<file path="config.mk">
export PLATFORM = sky130hd
export DESIGN_NAME = halt_idle_standby_control
export DESIGN_NICKNAME = d
export VERILOG_FILES = /design/src/verilog/standby_pkg.sv /design/src/verilog/halt_idle_standby_control.sv /design/src/verilog/wake_qualifier.sv
export SDC_FILE = /design/constraint.sdc
export NUM_CORES = 1
export LEC_CHECK = 0
export BUFFER_PORTS_ARGS = -buffer_cell sky130_fd_sc_hd__buf_2
export CAP_MARGIN = 20
export CORE_MARGIN = 2
export CORE_UTILIZATION = 43
export CTS_CLUSTER_SIZE = 10
export DETAILED_ROUTE_END_ITERATION = 6
export PLACE_DENSITY = 0.8
export SETUP_SLACK_MARGIN = 0.3
export SYNTH_ARGS = -nofsm -noshare
export SYNTH_HDL_FRONTEND = slang
export SYNTH_HIERARCHICAL = 1
export SYNTH_SLANG_ARGS = --single-unit
</file>
<file path="constraint.sdc">
create_clock -name core_clk -period 5.6 [get_ports core_clk]
set_input_delay 0.56 -clock core_clk [delete_from_list [all_inputs] [get_ports core_clk]]
set_output_delay 0.56 -clock core_clk [all_outputs]
set_load 0.05 [all_outputs]
</file>
<file path="src/verilog/standby_pkg.sv">
/*
 * Constants shared by the halt and light idle standby controller.
 * Assumes a single main clock that never stops while the chip is powered.
 */
`default_nettype none

package standby_pkg;

    // =====================================================================
    // Standby type field
    // =====================================================================
    localparam logic [1:0] TYPE_LIGHT_IDLE = 2'h0;
    localparam int TYPE_W = 2;

    // =====================================================================
    // Peripheral clock enable positions
    // =====================================================================
    localparam int PERIPH_W = 10;
    localparam int P_DMA = 0;
    localparam int P_INTC = 1;
    localparam int P_GTIMER = 2;
    localparam int P_SERIAL = 3;
    localparam int P_ADC = 4;
    localparam int P_WDT = 5;
    localparam int P_KEY = 6;
    localparam int P_INTERVAL = 7;
    localparam int P_CALENDAR = 8;
    localparam int P_EXTCLK = 9;

    // =====================================================================
    // Sequencer states
    // =====================================================================
    typedef enum logic [1:0] {
        ST_RUN = 2'b00,
        ST_HALT = 2'b01,
        ST_IDLE = 2'b10
    } standby_state_t;

    // =====================================================================
    // Wake resume action
    // =====================================================================
    typedef enum logic [1:0] {
        RES_NONE = 2'b00,
        RES_VECTOR = 2'b01,
        RES_NEXT = 2'b10
    } resume_t;

endpackage : standby_pkg

`default_nettype wire

</file>
<file path="src/verilog/halt_idle_standby_control.sv">
/*
 * Halt and light idle standby sequencer with clock enable gating.
 * Assumes the core raises halt_instr for one cycle and writes the standby
 * type and request bits through plain ports; the main clock never stops.
 */
`default_nettype none

module halt_idle_standby_control (
    input wire logic core_clk,        // Always-running main clock
    input wire logic rst_n,           // Any chip reset source, active low
    input wire logic halt_instr,      // Halt instruction executed, pulse
    input wire logic [standby_pkg::TYPE_W-1:0] standby_type_register, // Type
    input wire logic standby_request_bit, // Standby request, pulse on write
    input wire logic watchdog_wake_mask, // Blocks watchdog wake from idle
    input wire logic nmi_pin_wake_mask, // Blocks NMI pin wake from idle
    input wire logic maskable_wake_mask, // Blocks maskable wake from idle
    input wire logic nmi_pin,         // Non-maskable pin request
    input wire logic watchdog_nmi_request, // Watchdog non-maskable request
    input wire logic maskable_pending, // Unmasked maskable request pending
    input wire logic maskable_higher, // Pending outranks in-service level
    input wire logic global_ie,       // Global interrupt enable
    input wire logic subclock_used,   // Subclock oscillator in use
    input wire logic interval_src_sub, // Interval timer counts subclock
    input wire logic calendar_src_div, // Calendar counts baud divider out
    output logic cpu_clk_en,          // Processor clock enable
    output logic [standby_pkg::PERIPH_W-1:0] periph_clk_en, // Peripheral en
    output logic osc_pll_flash_en,    // Oscillator, PLL and flash enable
    output logic port_hold,           // Freeze port outputs and directions
    output logic light_idle_state,    // Light idle active
    output logic halt_state,          // Halt active
    output logic wake_pulse,          // One-cycle wake to the core
    output logic wake_vector,         // Wake branches to handler vector
    output logic wake_next            // Wake resumes at next instruction
);

    // =====================================================================
    // Wake qualification
    // =====================================================================
    standby_pkg::standby_state_t state;
    standby_pkg::standby_state_t next_state;
    logic wake;
    standby_pkg::resume_t action;
    logic in_idle;

    assign in_idle = (state == standby_pkg::ST_IDLE);

    wake_qualifier u_wake (
        .in_idle(in_idle),
        .nmi_pin(nmi_pin),
        .watchdog_nmi_request(watchdog_nmi_request),
        .maskable_pending(maskable_pending),
        .maskable_higher(maskable_higher),
        .global_ie(global_ie),
        .watchdog_wake_mask(watchdog_wake_mask),
        .nmi_pin_wake_mask(nmi_pin_wake_mask),
        .maskable_wake_mask(maskable_wake_mask),
        .wake(wake),
        .action(action)
    );

    // =====================================================================
    // Sequencer
    // =====================================================================
    logic next_cpu_clk_en;
    logic [standby_pkg::PERIPH_W-1:0] next_periph_clk_en;
    logic next_port_hold;
    logic next_wake_pulse;
    logic next_wake_vector;
    logic next_wake_next;

    always_comb begin
        next_state = state;
        next_wake_pulse = 1'b0;
        next_wake_vector = 1'b0;
        next_wake_next = 1'b0;
        unique case (state)
            standby_pkg::ST_RUN: begin
                if (halt_instr) begin
                    next_state = standby_pkg::ST_HALT;
                end else if (standby_request_bit && standby_type_register ==
                             standby_pkg::TYPE_LIGHT_IDLE) begin
                    next_state = standby_pkg::ST_IDLE;
                end
            end
            standby_pkg::ST_HALT, standby_pkg::ST_IDLE: begin
                // A pending request at entry is seen on the first
                // standby cycle, so the stay is a single cycle.
                if (wake) begin
                    next_state = standby_pkg::ST_RUN;
                    next_wake_pulse = 1'b1;
                    next_wake_vector = (action == standby_pkg::RES_VECTOR);
                    next_wake_next = (action == standby_pkg::RES_NEXT);
                end
            end
            default: begin
                next_state = standby_pkg::ST_RUN;
            end
        endcase
    end

    always_comb begin
        next_cpu_clk_en = (next_state == standby_pkg::ST_RUN);
        next_port_hold = (next_state == standby_pkg::ST_HALT);
        next_periph_clk_en = '1;
        if (next_state == standby_pkg::ST_HALT) begin
            next_periph_clk_en = '1;
            next_periph_clk_en[standby_pkg::P_INTERVAL] =
                subclock_used | ~interval_src_sub;
            next_periph_clk_en[standby_pkg::P_CALENDAR] =
                subclock_used | calendar_src_div;
        end else if (next_state == standby_pkg::ST_IDLE) begin
            next_periph_clk_en = '0;
            next_periph_clk_en[standby_pkg::P_WDT] = 1'b1;
            next_periph_clk_en[standby_pkg::P_EXTCLK] = 1'b1;
            next_periph_clk_en[standby_pkg::P_CALENDAR] =
                subclock_used | calendar_src_div;
            next_periph_clk_en[standby_pkg::P_INTERVAL] =
                subclock_used & interval_src_sub;
        end
    end

    // Reset puts every output to run values, same as any reset.
    always_ff @(posedge core_clk) begin
        if (!rst_n) begin
            state <= standby_pkg::ST_RUN;
            cpu_clk_en <= 1'b1;
            periph_clk_en <= '1;
            osc_pll_flash_en <= 1'b1;
            port_hold <= 1'b0;
            light_idle_state <= 1'b0;
            halt_state <= 1'b0;
            wake_pulse <= 1'b0;
            wake_vector <= 1'b0;
            wake_next <= 1'b0;
        end else begin
            state <= next_state;
            cpu_clk_en <= next_cpu_clk_en;
            periph_clk_en <= next_periph_clk_en;
            osc_pll_flash_en <= 1'b1;
            port_hold <= next_port_hold;
            light_idle_state <= (next_state == standby_pkg::ST_IDLE);
            halt_state <= (next_state == standby_pkg::ST_HALT);
            wake_pulse <= next_wake_pulse;
            wake_vector <= next_wake_vector;
            wake_next <= next_wake_next;
        end
    end
    // Processor context and RAM are untouched since only clocks are gated.

    // =====================================================================
    // Checks
    // =====================================================================
    a_halt_wakes: assert property (@(posedge core_clk)
        disable iff (!rst_n)
        halt_state && (nmi_pin || watchdog_nmi_request || maskable_pending)
        |=> !halt_state && cpu_clk_en && wake_pulse)
        else $error("halt did not wake on request");
    a_nmi_vectors: assert property (@(posedge core_clk)
        disable iff (!rst_n)
        halt_state && nmi_pin |=> wake_vector && !wake_next)
        else $error("nmi wake did not vector");
    a_di_next_instr: assert property (@(posedge core_clk)
        disable iff (!rst_n)
        halt_state && !nmi_pin && !watchdog_nmi_request && maskable_pending
        && !global_ie |=> wake_next && !wake_vector)
        else $error("disabled wake branched");
    a_low_pri_kept: assert property (@(posedge core_clk)
        disable iff (!rst_n)
        halt_state && !nmi_pin && !watchdog_nmi_request && maskable_pending
        && !maskable_higher |=> wake_next && !wake_vector)
        else $error("lower priority request accepted");
    a_high_pri_taken: assert property (@(posedge core_clk)
        disable iff (!rst_n)
        halt_state && maskable_pending && maskable_higher && global_ie
        |=> wake_vector && !wake_next)
        else $error("higher priority request not accepted");
    a_single_action: assert property (@(posedge core_clk)
        disable iff (!rst_n)
        $rose(wake_pulse) |-> wake_vector ^ wake_next)
        else $error("wake without a single resume action");
    a_reset_run: assert property (@(posedge core_clk)
        !rst_n |=> cpu_clk_en && !halt_state && !light_idle_state
        && !wake_pulse && !port_hold)
        else $error("reset did not restore run");
    a_idle_entry: assert property (@(posedge core_clk)
        disable iff (!rst_n)
        !halt_state && !light_idle_state && !halt_instr && standby_request_bit
        && standby_type_register == standby_pkg::TYPE_LIGHT_IDLE
        |=> light_idle_state && !cpu_clk_en && osc_pll_flash_en)
        else $error("light idle not entered");
    a_mask_idle: assert property (@(posedge core_clk)
        disable iff (!rst_n)
        light_idle_state && nmi_pin_wake_mask && watchdog_wake_mask
        && maskable_wake_mask |=> light_idle_state)
        else $error("masked source woke light idle");
    a_idle_wake_fast: assert property (@(posedge core_clk)
        disable iff (!rst_n)
        light_idle_state && nmi_pin && !nmi_pin_wake_mask
        |=> cpu_clk_en && wake_pulse && wake_vector)
        else $error("light idle wake slow");
    a_halt_periph: assert property (@(posedge core_clk)
        disable iff (!rst_n)
        halt_state |-> &periph_clk_en[standby_pkg::P_KEY:standby_pkg::P_DMA]
        && port_hold)
        else $error("halt gated a running peripheral");
    a_halt_interval: assert property (@(posedge core_clk)
        disable iff (!rst_n)
        $past(next_state) == standby_pkg::ST_HALT && $past(subclock_used)
        |-> periph_clk_en[standby_pkg::P_INTERVAL]
        && periph_clk_en[standby_pkg::P_CALENDAR])
        else $error("timer gated in halt with subclock");

    // Entry, gating, wake and pulse width checks.
    a_halt_no_sub: assert property (@(posedge core_clk)
        disable iff (!rst_n)
        halt_state && !$past(subclock_used)
        |-> periph_clk_en[standby_pkg::P_INTERVAL] == !$past(interval_src_sub)
        && periph_clk_en[standby_pkg::P_CALENDAR] == $past(calendar_src_div))
        else $error("timer gating wrong in halt without subclock");
    a_idle_interval: assert property (@(posedge core_clk)
        disable iff (!rst_n)
        light_idle_state |-> periph_clk_en[standby_pkg::P_INTERVAL]
        == ($past(subclock_used) && $past(interval_src_sub)))
        else $error("interval timer gating wrong in light idle");
    a_idle_periph: assert property (@(posedge core_clk)
        disable iff (!rst_n)
        light_idle_state |-> !periph_clk_en[standby_pkg::P_DMA]
        && !periph_clk_en[standby_pkg::P_INTC]
        && !periph_clk_en[standby_pkg::P_SERIAL]
        && periph_clk_en[standby_pkg::P_EXTCLK])
        else $error("light idle clock gating wrong");
    a_halt_entry: assert property (@(posedge core_clk)
        disable iff (!rst_n)
        !halt_state && !light_idle_state && halt_instr
        |=> halt_state && !cpu_clk_en && port_hold && osc_pll_flash_en)
        else $error("halt not entered");
    a_halt_no_mask: assert property (@(posedge core_clk)
        disable iff (!rst_n)
        halt_state && maskable_pending && maskable_wake_mask
        |=> wake_pulse && !halt_state)
        else $error("wake mask blocked halt release");
    a_entry_pending: assert property (@(posedge core_clk)
        disable iff (!rst_n)
        light_idle_state && maskable_pending && !maskable_wake_mask
        |=> wake_pulse && !light_idle_state && cpu_clk_en)
        else $error("pending request did not end light idle");
    a_idle_di_next: assert property (@(posedge core_clk)
        disable iff (!rst_n)
        light_idle_state && !nmi_pin && !watchdog_nmi_request
        && maskable_pending && !maskable_wake_mask && !global_ie
        |=> wake_next && !wake_vector)
        else $error("disabled wake from light idle branched");
    a_refuse_type: assert property (@(posedge core_clk)
        disable iff (!rst_n)
        !halt_state && !light_idle_state && !halt_instr && standby_request_bit
        && standby_type_register != standby_pkg::TYPE_LIGHT_IDLE
        |=> !light_idle_state && cpu_clk_en)
        else $error("light idle entered with wrong type");
    a_pulse_single: assert property (@(posedge core_clk)
        disable iff (!rst_n)
        wake_pulse |=> !wake_pulse)
        else $error("wake pulse longer than one cycle");
    a_clk_en_state: assert property (@(posedge core_clk)
        disable iff (!rst_n)
        cpu_clk_en == !(halt_state || light_idle_state)
        && !(halt_state && light_idle_state))
        else $error("processor clock enable disagrees with state");

    c_halt_wake: cover property (@(posedge core_clk) disable iff (!rst_n)
        halt_state ##1 wake_pulse);
    c_idle_wake: cover property (@(posedge core_clk) disable iff (!rst_n)
        light_idle_state ##1 wake_pulse);
    c_next_instr: cover property (@(posedge core_clk) disable iff (!rst_n)
        wake_next);
    c_idle_masked: cover property (@(posedge core_clk) disable iff (!rst_n)
        light_idle_state ##1 light_idle_state ##1 light_idle_state);
    c_idle_vector: cover property (@(posedge core_clk) disable iff (!rst_n)
        light_idle_state ##1 wake_vector);

endmodule // halt_idle_standby_control

`default_nettype wire

</file>
<file path="src/verilog/wake_qualifier.sv">
/*
 * Combinational wake qualifier: decides whether any source wakes the core
 * and how the core resumes.
 * Assumes request inputs are already synchronous to the main clock.
 */
`default_nettype none

module wake_qualifier (
    input wire logic in_idle,         // Standby entered by request bit
    input wire logic nmi_pin,         // Non-maskable pin request
    input wire logic watchdog_nmi_request, // Watchdog non-maskable request
    input wire logic maskable_pending, // Unmasked maskable request pending
    input wire logic maskable_higher, // Pending request outranks in-service
    input wire logic global_ie,       // Global interrupt enable
    input wire logic watchdog_wake_mask, // Blocks watchdog wake from idle
    input wire logic nmi_pin_wake_mask, // Blocks pin wake from idle
    input wire logic maskable_wake_mask, // Blocks maskable wake from idle
    output logic wake,                // A qualifying wake exists
    output standby_pkg::resume_t action // Resume action for the core
);

    logic nmi_any;
    logic wdt_ok;
    logic pin_ok;
    logic msk_ok;

    always_comb begin
        // Masks only matter for light idle; halt ignores them.
        wdt_ok = watchdog_nmi_request & ~(in_idle & watchdog_wake_mask);
        pin_ok = nmi_pin & ~(in_idle & nmi_pin_wake_mask);
        msk_ok = maskable_pending & ~(in_idle & maskable_wake_mask);
        nmi_any = wdt_ok | pin_ok;
        wake = nmi_any | msk_ok;
        action = standby_pkg::RES_NONE;
        if (nmi_any) begin
            action = standby_pkg::RES_VECTOR;
        end else if (msk_ok) begin
            if (global_ie && maskable_higher) begin
                action = standby_pkg::RES_VECTOR;
            end else begin
                action = standby_pkg::RES_NEXT;
            end
        end
    end

endmodule // wake_qualifier

`default_nettype wire
</file>
After elaboration in Yosys (flattened, before gate mapping)
Cells that the tools add are included.
{"block": "word_totals", "romBits": 0, "latchBits": 0, "ramBits": 0, "inputBits": 17, "reg_bits": 18, "n_memories": 0, "wordCells": 50}
{"block": "op_classes", "n_shift": 0, "bitwise": 16, "n_reduce_logical": 9, "n_lt_le_gt_ge": 0, "div": 0, "n_eq_ne": 6, "add_sub_neg": 0, "n_mux": 10, "multipliers": 0}
{"cell": "9-bit 2-to-1 mux", "count": 2}
{"cell": "2-bit 2-to-1 mux", "count": 6}
{"cell": "1-bit bitwise AND", "count": 7}
{"cell": "2-bit by 1-bit equality test with 1-bit output, second input constant", "count": 3}
{"cell": "2-bit equality test, second input constant", "count": 3}
{"cell": "2-bit zero test", "count": 3}
{"cell": "1-bit inverter", "count": 5}
{"cell": "1-bit OR", "count": 4}
{"cell": "2-bit one-hot mux with 2 select lines", "count": 1}
{"cell": "2-bit OR reduction", "count": 2}
{"cell": "3-bit AND reduction", "count": 1}
{"cell": "1-bit logical AND", "count": 2}
{"cell": "2-bit AND reduction", "count": 1}
{"cell": "1-bit 2-to-1 mux", "count": 1}

Depth between registers and ports, before layout
Gate-level depths: netlist of the first run.
{"block": "depth", "depth_word": 11, "depth_mapped": 9}

Modules after synthesis
Netlist of the first run, hierarchy kept.
{"mod": "halt_idle_standby_control", "n_inst": 1, "cells_each": 53, "area_per_inst_um2": 514.2}
{"mod": "wake_qualifier", "n_inst": 1, "cells_each": 10, "area_per_inst_um2": 53.8}

Least setup slack after synthesis of the first run
OpenSTA, ideal clock, no wires.
{"block": "synth_timing", "path_type": "input-to-reg", "start": "in watchdog_nmi_request", "end": "reg periph_clk_en[8] (netlist bit)", "setup_time_ns": 0.134, "arrival_time_ns": 1.864, "path_buffers": 0, "required_ns": 5.466, "stages": 7, "slack_ns": 3.602, "cell_sequence": "inv_1 -> o221a_1 -> nand2_1 -> and3b_2 -> o22ai_1 -> xor2_1 -> or4_1"}
{"block": "synth_between", "elab_chain_len": 8, "elab_cells_between_ends": 9, "cone_classes": "eq/ne: 2; mux: 4; bitwise: 3"}
{"element": "start, declared", "line_no": "halt_idle_standby_control.sv:18", "text": "input wire logic watchdog_nmi_request,"}
{"element": "1-bit bitwise AND *", "line_no": "wake_qualifier.sv:29", "text": "wdt_ok = watchdog_nmi_request & ~(in_idle & watchdog_wake_mask);"}
{"element": "1-bit OR *", "line_no": "wake_qualifier.sv:32", "text": "nmi_any = wdt_ok | pin_ok;"}
{"element": "1-bit OR *", "line_no": "wake_qualifier.sv:33", "text": "wake = nmi_any | msk_ok;"}
{"element": "net wake", "line_no": "halt_idle_standby_control.sv:41", "text": "logic wake;"}
{"element": "2-bit 2-to-1 mux *", "line_no": "halt_idle_standby_control.sv:88", "text": "if (wake) begin"}
{"element": "2-bit one-hot mux with 2 select lines *", "line_no": "halt_idle_standby_control.sv:76", "text": "unique case (state)"}
{"element": "2-bit equality test", "line_no": "halt_idle_standby_control.sv:111", "text": "end else if (next_state == standby_pkg::ST_IDLE) begin"}
{"element": "9-bit 2-to-1 mux", "line_no": "halt_idle_standby_control.sv:111"}
{"element": "9-bit 2-to-1 mux *", "line_no": "halt_idle_standby_control.sv:105", "text": "if (next_state == standby_pkg::ST_HALT) begin"}
{"element": "end signal, assigned", "line_no": "halt_idle_standby_control.sv:138", "text": "periph_clk_en <= next_periph_clk_en;"}
{"element": "end, declared", "line_no": "halt_idle_standby_control.sv:26", "text": "output logic [standby_pkg::PERIPH_W-1:0] periph_clk_en,"}
The timed path passes the listed nets; every way through them passes the cells marked *.
A chain may end at the register's enable or synchronous reset.

Worst setup path after layout of the first run
{"block": "layout_timing", "start": "reg state[0]", "end": "reg periph_clk_en[8] (netlist bit)"}
{"block": "layout_between", "elab_chain_len": 11, "elab_cells_between_ends": 23, "cone_classes": "eq/ne: 4; mux: 6; bitwise: 11; reduce/logical: 2"}
{"element": "start, declared", "line_no": "halt_idle_standby_control.sv:39", "text": "standby_pkg::standby_state_t state;"}
{"element": "start signal, assigned", "line_no": "halt_idle_standby_control.sv:125", "text": "state <= standby_pkg::ST_RUN;"}
{"element": "start signal, assigned", "line_no": "halt_idle_standby_control.sv:136", "text": "state <= next_state;"}
{"element": "2-bit equality test *", "line_no": "halt_idle_standby_control.sv:45", "text": "assign in_idle = (state == standby_pkg::ST_IDLE);"}
{"element": "net in_idle", "line_no": "halt_idle_standby_control.sv:43", "text": "logic in_idle;"}
{"element": "1-bit bitwise AND (on tied branches)", "line_no": "wake_qualifier.sv:29, wake_qualifier.sv:30"}
{"element": "1-bit inverter (on tied branches)", "line_no": "wake_qualifier.sv:29, wake_qualifier.sv:30"}
{"element": "1-bit bitwise AND (on tied branches)", "line_no": "wake_qualifier.sv:29, wake_qualifier.sv:30"}
{"element": "1-bit OR", "line_no": "wake_qualifier.sv:32"}
{"element": "1-bit OR *", "line_no": "wake_qualifier.sv:33"}
{"element": "net wake", "line_no": "halt_idle_standby_control.sv:41"}
{"element": "2-bit 2-to-1 mux *", "line_no": "halt_idle_standby_control.sv:88"}
{"element": "2-bit one-hot mux with 2 select lines *", "line_no": "halt_idle_standby_control.sv:76"}
{"element": "2-bit equality test", "line_no": "halt_idle_standby_control.sv:111"}
{"element": "9-bit 2-to-1 mux", "line_no": "halt_idle_standby_control.sv:111"}
{"element": "9-bit 2-to-1 mux *", "line_no": "halt_idle_standby_control.sv:105"}
Marked as above.

==> results_dict.tcl, run 1 <==
set metrics [dict create \
    status "complete, no violations" \
    cts_tree "done" \
    crit_path_end "periph_clk_en[8]" \
    dieArea_sq_mm 0.00163 \
    first_iter_violations 3 \
    dr.pass1.iters 4 \
    reg2reg_from "state[0]" \
    io_buffers 31 \
    ir_drop_mv 0.0907 \
    cp_cell_sequence "inv_1, ha_1, o221a_1, nand2_1, and3b_2, o22ai_1, xor2_1, or4_1" \
    place_inst 102 \
    drc 0 \
    htreeDepth 1 \
    drive_above_1_share 0.440 \
    syn_to_final_growth_pct 24.7 \
    maxCapViolations 0 \
    nNetsFinal 112 \
    avgRoutedWirePerCell_um 8.98 \
    drv_slew 0 \
    fp.coreArea_sq_mm 0.00127 \
    overflow 0 \
    setup_viol 0 \
    rr_endpoint "periph_clk_en[8]" \
    worstPathRequired_ns 5.74 \
    clockBufferDepth 2 \
    cellPowerDensity_mw_per_mm2 256 \
    num_rows 13 \
    dpl-instance-area_sq_um 682 \
    final_cell_mix "buf_2 (31), dfxtp_1 (11), inv_1 (6), nand2_1 (6)" \
    cts_buffers 3 \
    yosysTopAreaCellShare 0.388 \
    synthCells 63 \
    rsz0062_at_grt "no" \
    worst_path_largest_cell_delay_ns 0.40 \
    drt.antenna.violating_nets 0 \
    ys_warn_count 6 \
    cts.reportedPaths.clkPinSlew_ns 0.07 \
    finalHoldViolations 0 \
    slowest_stage "or4_1" \
    antenna_found_initial 0 \
    grt.total_usage 0.126 \
    design_area_sq_um 708 \
    swShare 0.318 \
    hold_path_class "input port to flip-flop" \
    total_power_uw 181 \
    ioPinCount 35 \
    worstRegToRegCells 8 \
    synth_area_sq_um 568 \
    syn_area_per_cell_sq_um 9.02 \
    postCtsSetupRepairBufs 0 \
    pwr-share-comb 0.252 \
    fin_setup_tns_ns 0 \
    p_switching_uw 57.7 \
    crit_fanout 7 \
    yosysSeqAreaShare 0.388 \
    clock_latency_ns 0.26 \
    routed_wl_um 952 \
    worst_ep_arrival_time_ns 2.35 \
    root_buffer "clkbuf_4" \
    grt_pass1_vias 357 \
    grt_max_degree 8 \
    finClkSkew_ns 0.00120 \
    cts_resized 0 \
    synthDistinctLibCells 26 \
    die_h_um 40.3 \
    final_common_cell "buf_2" \
    place.gp.congestion 0.792 \
    num_vias 475 \
    p_leak_nw 0.369 \
    cp.depth 8 \
    hold_buffers 0 \
    synth_area_leaders "dfxtp_1 (39%), buf_4 (12%), ha_1 (6.6%)" \
    power.internal_uw 124 \
    reg2reg_slack_ns 3.38 \
    drt-vias-per-instance 4.48 \
    clock-sinks 11 \
    p_clk_frac 0.284 \
    layout_min_cycle_time_ns 2.22 \
    cp-startpoint "state[0]" \
    final_cells 106 \
    cp_num_buf_inv 1 \
    critPathTopFamily "simple AND/OR/NAND/NOR gates" \
    ys_seq_elements 11 \
    crit_type "flip-flop to flip-flop" \
    start_kind "flip-flop" \
    cp-end-kind "flip-flop" \
    grt_pass1_wl_um 1360 \
    dp_hpwl_um 766 \
    synth_top_cell_by_area "dfxtp_1" \
    period_share 0.396 \
    initial_core_util 0.448 \
    die_x_um 40.3 \
    pwr-share-seq 0.463 \
    fmax_mhz 451 \
    num_antenna_cells 0 \
]
worst reg2reg max path, stage by stage (launching register included):
cell	delay (ns)
dfxtp_1	0.39
inv_1	0.08
ha_1	0.21
o221a_1	0.23
nand2_1	0.09
and3b_2	0.20
o22ai_1	0.37
xor2_1	0.12
or4_1	0.40
worst min path at each step:
stage,from,to,slack [ns],cells after the start
2_1_floorplan,state[0],cpu_clk_en,0.63,3
3_3_place_gp,state[0],cpu_clk_en,0.70,3
3_5_place_dp,state[0],cpu_clk_en,0.70,3
4_1_cts,calendar_src_div,periph_clk_en[8],0.47,2
5_1_grt,calendar_src_div,periph_clk_en[8],0.48,2
6_report,calendar_src_div,periph_clk_en[8],0.48,2
power by group through the flow:
| stage | logic, mW | registers (mW) | clock network, mW |
|---|---|---|---|
| after detailed placement | 0.0457 | 0.0858 | 0 |
| after floorplan | 0.0250 | 0.0974 | 0 |
| after CTS | 0.0459 | 0.0841 | 0.0543 |
| after global routing | 0.0501 | 0.0845 | 0.0560 |
| final | 0.0458 | 0.0841 | 0.0516 |
| after global placement | 0.0451 | 0.0858 | 0 |
layout make-up:
class	count	area [sq um]
Inverter	6	22.5
Multi-Input combinational cell	39	265
Sequential cell	11	220
Tap cell	15	18.8
Clock buffer	4	26.3
Timing Repair Buffer	31	155
Fill cell	131	561
cell usage after synthesis:
cell type,n
dfxtp_1,11
buf_4,9
inv_1,6
nand2_1,6
ha_1,3
nor2_1,3
and3_2,2
nand2b_1,2
nor2b_1,2
nor3b_1,2
o21ai_0,2
a2111oi_0,1
a21oi_1,1
and2_1,1
and3b_2,1
and4_1,1
conb_1,1
nand3_1,1
nand3b_1,1
nor3b_2,1
o211ai_2,1
o221a_1,1
o22ai_1,1
or3_2,1
or4_1,1
xor2_1,1
registers in the layout (all words and copies together) (netlist names):
signal / cells
wake_pulse: 1
light_idle_state: 1
halt_state: 1
periph_clk_en: 3
cpu_clk_en: 1
wake_vector: 1
state: 2
wake_next: 1
stage by stage:
step / hold WS, ns / setup slack (ns) / util
2_1_floorplan: 0.633 / 3.60 / -
3_3_place_gp: 0.700 / 3.42 / 0.537
3_5_place_dp: 0.704 / 3.38 / 0.537
4_1_cts: 0.472 / 3.42 / 0.558
5_1_grt: 0.478 / 3.26 / 0.558
6_report: 0.484 / 3.38 / 0.558
per-layer routing:
| metal | global-route usage | up-vias | part of all wire |
|---|---|---|---|
| li1 | - | 254 | - |
| met2 | 0.226 | 18 | 0.51 |
| met1 | 0.138 | 201 | 0.41 |
| met4 | 0.100 | 0 | 0.020 |
| met5 | 0 | - | 0 |
| met3 | 0 | 2 | 0.061 |
kinds of logic after synthesis:
group	share of synthesized area
XOR/XNOR	0.0154
other	0.00660
buffers and inverters	0.159
AND/OR/NAND/NOR	0.271
flip-flops	0.388
adder cells (fa/ha/maj)	0.0661
AO/OA/AOI/OAI	0.0947
Power figures use the tool's default switching activity.
==> inputs of run 2 (changes only) <==
--- a/config.mk
+++ b/config.mk
@@ -8,10 +8,10 @@
 export BUFFER_PORTS_ARGS = -buffer_cell sky130_fd_sc_hd__buf_2
 export CAP_MARGIN = 20
 export CORE_MARGIN = 2
-export CORE_UTILIZATION = 43
+export CORE_UTILIZATION = 40
 export CTS_CLUSTER_SIZE = 10
 export DETAILED_ROUTE_END_ITERATION = 6
-export PLACE_DENSITY = 0.8
+export PLACE_DENSITY = 0.75
 export SETUP_SLACK_MARGIN = 0.3
 export SYNTH_ARGS = -nofsm -noshare
 export SYNTH_HDL_FRONTEND = slang
==> constraint.sdc (replaced) <==
create_clock -name core_clk -period 2.13 [get_ports core_clk]
set_input_delay 0.213 -clock core_clk [delete_from_list [all_inputs] [get_ports core_clk]]
set_output_delay 0.213 -clock core_clk [all_outputs]
set_load 0.05 [all_outputs]
==> run 2 against run 1 <==
Via count increased by 9.5%. Register-to-register slack got worse by 3.1 ns. Combinational power rose to 3.1 times the previous value. Sequential power grew to 2.6 times the previous value. Utilization up 4.2 points. Cell count is 4.7% higher. Clock-buffer cell count unchanged. Design area is 12% higher. Sequential share of layout area is 2.6 points lower. Critical endpoint is now periph_clk_en[4]. Largest cell class unchanged. Largest power group unchanged. Highest routed layer unchanged.
==> results_dict.tcl, run 2 (synthesis gave the netlist of run 1 again) <==
set metrics [dict create \
    cellPowerDensity_mw_per_mm2 633 \
    drv_slew 0 \
    met3_usage 0.0304 \
    drt.antenna.violating_nets 0 \
    largest_reg_flops 3 \
    clock-sinks 11 \
    critPathTopFamily "simple AND/OR/NAND/NOR gates" \
    holdWs_ns 0.148 \
    drc 0 \
    period_share 0.865 \
    clockBufferDepth 2 \
    dr.pass1.iters 4 \
    hold_buffers 0 \
    cts_buffers 3 \
    antenna_found_initial 0 \
    cp_num_buf_inv 2 \
    ioPinCount 35 \
    grt_pass1_wl_um 1670 \
    syn_to_final_growth_pct 39.2 \
    finalHoldViolations 0 \
    worst_ep_arrival_time_ns 1.98 \
    crit_type "flip-flop to flip-flop" \
    p_leak_nw 0.397 \
    num_antenna_cells 0 \
    initial_core_util 0.431 \
    nNetsFinal 117 \
    slowest_stage "or3_2" \
    hold_path_class "input port to flip-flop" \
    root_buffer "clkbuf_4" \
    die_h_um 41.7 \
    worst_path_largest_cell_delay_ns 0.42 \
    cp.depth 8 \
    dp_hpwl_um 800 \
    final_common_cell "buf_2" \
    io_buffers 31 \
    grt.busiest_layer "met2" \
    fmax_mhz 543 \
    die_x_um 41.7 \
    pwr-share-seq 0.439 \
    htreeDepth 1 \
    cts.reportedPaths.clkPinSlew_ns 0.07 \
    grt_pass1_vias 452 \
    grt_max_degree 7 \
    dieArea_sq_mm 0.00174 \
    ir_drop_mv 0.342 \
    power.internal_uw 337 \
    worstRegToRegCells 8 \
    rsz0062_at_grt "yes" \
    final_cell_mix "buf_2 (31), dfxtp_1 (9), nand2_1 (6)" \
    use_met1 0.118 \
    hold_depth 2 \
    num_vias 520 \
    grt_use_met2 0.228 \
    status "complete, no violations" \
    biggestRegsByFlops "periph_clk_en x3, state x2" \
    crit_fanout 6 \
    drt-vias-per-instance 4.68 \
    place.gp.congestion 0.761 \
    p_switching_uw 163 \
    fillerInstances 104 \
    avgRoutedWirePerCell_um 9.56 \
    maxCapViolations 0 \
    fin_setup_tns_ns 0 \
    cp-end-kind "flip-flop" \
    finClkSkew_ns 0.000455 \
    regMostFlops "periph_clk_en" \
    swShare 0.326 \
    setup_viol 0 \
    clock_latency_ns 0.26 \
    layout_min_cycle_time_ns 1.84 \
    grt.total_usage 0.131 \
    start_kind "flip-flop" \
    worstPathRequired_ns 2.27 \
    overflow 0 \
    first_iter_violations 8 \
    p_clk_frac 0.278 \
    fp.coreArea_sq_mm 0.00132 \
    num_rows 13 \
    routed_wl_um 1060 \
    pwr-share-comb 0.284 \
    cts_tree "done" \
    cp_cell_sequence "inv_2, ha_4, o221a_1, nand2_1, and3b_2, o22ai_4, buf_6, or3_2" \
    drive_above_1_share 0.521 \
]
-- run 2: final timing paths --
path | start | end | slack [ns]
setup / recovery | state[0] | periph_clk_en[4] | 0.29
hold / removal | calendar_src_div | periph_clk_en[8] | 0.15
setup reg to reg | state[0] | periph_clk_en[4] | 0.29
hold reg to reg | state[0] | cpu_clk_en | 0.76
-- run 2: layer usage --
| metal | routed length (um) | vias to the layer above |
|---|---|---|
| met4 | 19 | 0 |
| met5 | 0 | - |
| met1 | 399 | 229 |
| li1 | - | 265 |
| met3 | 72 | 2 |
| met2 | 569 | 24 |
-- run 2: cell type report --
class                      count  area, sq um  area share
multi-input combinational     39          302       0.381
sequential                    11          225       0.285
timing repair buffer          36          196       0.248
clock buffer                   4         26.3      0.0332
inverter                       6         22.5      0.0285
tap                           15         18.8      0.0237
-- run 2: power by group through the flow --
stage | Combinational (mW) | Clock, mW | Sequential [mW]
finish | 0.142 | 0.139 | 0.220
global route | 0.151 | 0.154 | 0.220
CTS | 0.137 | 0.143 | 0.220
detailed placement | 0.124 | 0 | 0.227
global placement | 0.123 | 0 | 0.226
floorplan | 0.0692 | 0 | 0.257
-- run 2: repair_timing --
item                                    4_1_cts  5_1_grt
gates resized for setup                       2        2
buffers inserted                              4        1
pin swaps                                     4        1
hold endpoints to repair                      0        0
endpoints found under the setup margin        1        4
cloned                                        0        0
-- run 2: metrics by stage --
stage | setup slack, ns | area (sq um) | instances | util | total power [mW]
2_1_floorplan | 0.307 | 604 | 65 | - | 0.326
3_3_place_gp | 0.249 | 711 | 102 | 0.539 | 0.349
3_5_place_dp | 0.170 | 711 | 102 | 0.539 | 0.351
4_1_cts | 0.294 | 778 | 110 | 0.591 | 0.499
5_1_grt | 0.210 | 791 | 111 | 0.600 | 0.526
6_report | 0.289 | 791 | 111 | 0.600 | 0.500
==> inputs of run 3 (changes only) <==
--- a/config.mk
+++ b/config.mk
@@ -5,13 +5,16 @@
 export SDC_FILE = /design/constraint.sdc
 export NUM_CORES = 1
 export LEC_CHECK = 0
+export ABC_AREA = 1
 export BUFFER_PORTS_ARGS = -buffer_cell sky130_fd_sc_hd__buf_2
 export CAP_MARGIN = 20
+export CELL_PAD_IN_SITES_DETAIL_PLACEMENT = 2
+export CELL_PAD_IN_SITES_GLOBAL_PLACEMENT = 2
 export CORE_MARGIN = 2
-export CORE_UTILIZATION = 40
+export CORE_UTILIZATION = 21
 export CTS_CLUSTER_SIZE = 10
 export DETAILED_ROUTE_END_ITERATION = 6
-export PLACE_DENSITY = 0.75
+export PLACE_DENSITY_LB_ADDON = 0.1
 export SETUP_SLACK_MARGIN = 0.3
 export SYNTH_ARGS = -nofsm -noshare
 export SYNTH_HDL_FRONTEND = slang
==> constraint.sdc (replaced) <==
create_clock -name core_clk -period 1.7 [get_ports core_clk]
set_input_delay 0.17 -clock core_clk [delete_from_list [all_inputs] [get_ports core_clk]]
set_output_delay 0.17 -clock core_clk [all_outputs]
set_load 0.05 [all_outputs]
==> run 3 against run 2 <==
Wire length up 59%. Worst setup slack worse by 0.22 ns. Register-to-register slack worse by 0.22 ns. Maximum frequency up 13%. Flip-flop and latch count unchanged. Sequential power up 25%.
==> results_dict.tcl, run 3 <==
set metrics [dict create \
    fp.coreArea_sq_mm 0.00278 \
    routed_wl_um 1690 \
    cts.reportedPaths.clkPinSlew_ns 0.07 \
    crit_top_cell "nand2_2" \
    p_leak_nw 0.529 \
    status "complete, no violations" \
    period_share 0.960 \
    grt_max_degree 8 \
    dr.pass1.iters 2 \
    ys_seq_elements 11 \
    crit_type "flip-flop to flip-flop" \
    io_buffers 31 \
    finClkSkew_ns 0.00111 \
    num_vias 644 \
    drt.antenna.violating_nets 0 \
    ys_warn_count 6 \
    htreeDepth 1 \
    ir_drop_mv 0.340 \
    min_from "calendar_src_div" \
    worst_ep_arrival_time_ns 1.79 \
    worst_path_largest_cell_delay_ns 0.33 \
    cp-end-kind "flip-flop" \
    dieArea_sq_mm 0.00338 \
    ioPinCount 35 \
    synthCells 84 \
    hold_buffers 0 \
    dpl-instance-area_sq_um 772 \
    hold_path_class "input port to flip-flop" \
    place.gp.congestion 0.698 \
    largest_reg_flops 3 \
    holdWs_ns 0.0865 \
    first_iter_violations 4 \
    die_x_um 58.1 \
    dp_hpwl_um 1260 \
    avgRoutedWirePerCell_um 10.7 \
    regArea_sq_um 225 \
    biggestRegsByFlops "periph_clk_en x3, state x2" \
    grt_pass1_wl_um 2750 \
    final_util 0.353 \
    cellPowerDensity_mw_per_mm2 684 \
    cts_buffers 3 \
    final_common_cell "buf_2" \
    synth_area_leaders "dfxtp_1 (36%), nand2_1 (14%), buf_4 (11%)" \
    fillerInstances 334 \
    initial_core_util 0.221 \
    drive_above_1_share 0.638 \
    worstPathRequired_ns 1.86 \
    maxCapViolations 0 \
    regMostFlops "periph_clk_en" \
    clockBufferDepth 2 \
    total_power_uw 672 \
    antenna_found_initial 0 \
    cp_cell_sequence "inv_2, ha_4, nand2_2, nand2_2, nand2_2, inv_2, nand2_2, inv_2, nand2_2, nand2_1, nand2_1, nand2_2, nand2_4, nor2_8, nand2_4, nand2_2, nand2_1" \
    synth_common_cells "nand2_1 (23), inv_1 (14), dfxtp_1 (11)" \
    synth_area_sq_um 616 \
    root_buffer "clkbuf_4" \
    synth_edf_count 0 \
    rr_endpoint "periph_clk_en[8]" \
    setup_viol 0 \
    clock_latency_ns 0.26 \
    multiInputGateArea_sq_um 357 \
    yosysMostFrequentCell "nand2_1" \
    syn_to_final_growth_pct 59.6 \
    synthFlopType "dfxtp_1" \
    drc 0 \
    start_kind "flip-flop" \
    crit_fanout 3 \
    clock-sinks 11 \
    finalHoldViolations 0 \
    fmax_mhz 613 \
    nNetsFinal 148 \
    synth_top_cell_by_area "dfxtp_1" \
    syn_area_per_cell_sq_um 7.33 \
    slowest_stage "dfxtp_2" \
    final_cell_mix "buf_2 (31), nand2_1 (13), buf_4 (13)" \
    hold_depth 3 \
    grt.total_usage 0.107 \
    reg2reg_slack_ns 0.07 \
    yosysSeqAreaShare 0.358 \
    fin_setup_tns_ns 0 \
    num_rows 19 \
    grt_pass1_vias 658 \
    drt-vias-per-instance 4.08 \
    rsz0062_at_grt "yes" \
    synthArstFlopShare 0 \
    die_h_um 58.1 \
    num_antenna_cells 0 \
    drv_slew 0 \
    reg2reg_from "state[0]" \
    layout_min_cycle_time_ns 1.63 \
    yosysTopAreaCellShare 0.358 \
    synthDistinctLibCells 17 \
    worstRegToRegCells 17 \
    cts_tree "done" \
    holdPathEnd "periph_clk_en[8]" \
    overflow 0 \
    design_area_sq_um 982 \
]
[run 3: cell types whose count changed after synthesis, moves of 3 or more]
| cell | before | now |
|---|---|---|
| inv_1 | 6 | 14 |
| nand3_1 | 1 | 4 |
| nand4_1 | 0 | 3 |
| nand2_1 | 6 | 23 |
[run 3: metal layers]
metal  vias up  track usage  wire length (um)  part of all wire
met5         -            0                 0                 0
met4         0       0.0399                 9            0.0053
met3         2       0.0201                93             0.055
met2        21        0.196               894              0.53
met1       291        0.121               690              0.41
li1        330            -                 -                 -
[run 3: cell type report]
| type | count | area share |
|---|---|---|
| multi-input cells | 51 | 0.363 |
| repair buffers | 46 | 0.280 |
| clock buffers | 3 | 0.0229 |
| flip-flops and latches | 11 | 0.229 |
| well taps | 31 | 0.0395 |
| clock inverters | 1 | 0.00510 |
| inverters | 15 | 0.0599 |
[run 3: critical path, delay by kind of cell (launching register included)]
| kind | cells | cell delay (ns) |
|---|---|---|
| buf+inv | 3 | 0.19 |
| simple gates | 13 | 0.86 |
| fa+ha+maj | 1 | 0.15 |
| flops | 1 | 0.33 |
[run 3: worst max-delay path by stage]
| stage | slack (ns) | from | end | cells past startpoint |
|---|---|---|---|---|
| 2_1_floorplan | 0.22 | state[0] | periph_clk_en[8] | 17 |
| 3_3_place_gp | 0.06 | state[1] | periph_clk_en[8] | 16 |
| 3_5_place_dp | 0.009 | state[1] | periph_clk_en[8] | 16 |
| 4_1_cts | 0.05 | state[0] | periph_clk_en[8] | 16 |
| 5_1_grt | -0.12 | state[0] | periph_clk_en[8] | 17 |
| 6_report | 0.07 | state[0] | periph_clk_en[8] | 17 |
[run 3: kinds of logic after synthesis]
group	Yosys count	share of synthesized area
flip-flops	11	0.358
AO/OA/AOI/OAI	1	0.00812
buffers and inverters	24	0.201
other	1	0.00609
adder cells (fa/ha/maj)	3	0.0610
AND/OR/NAND/NOR	44	0.366
[run 3: per-stage QoR]
stage                     setup slack, ns  instances
final                              0.0678        158
after global routing               -0.122        158
after CTS                          0.0491        155
after detailed placement          0.00880        140
after global placement             0.0608        140
after floorplan                     0.217         86
[run 3: where the power goes]
part,internal [mW],switching [mW]
clock,0.0867,0.0840
sequential,0.270,0.00542
combinational,0.0788,0.147
[run 3: repair_timing]
item / CTS / global route
pin swaps: 10 / 12
buffers inserted: 11 / 3
resized for setup: 10 / 17
endpoints found under the setup margin: 10 / 11
cloned: 0 / 0
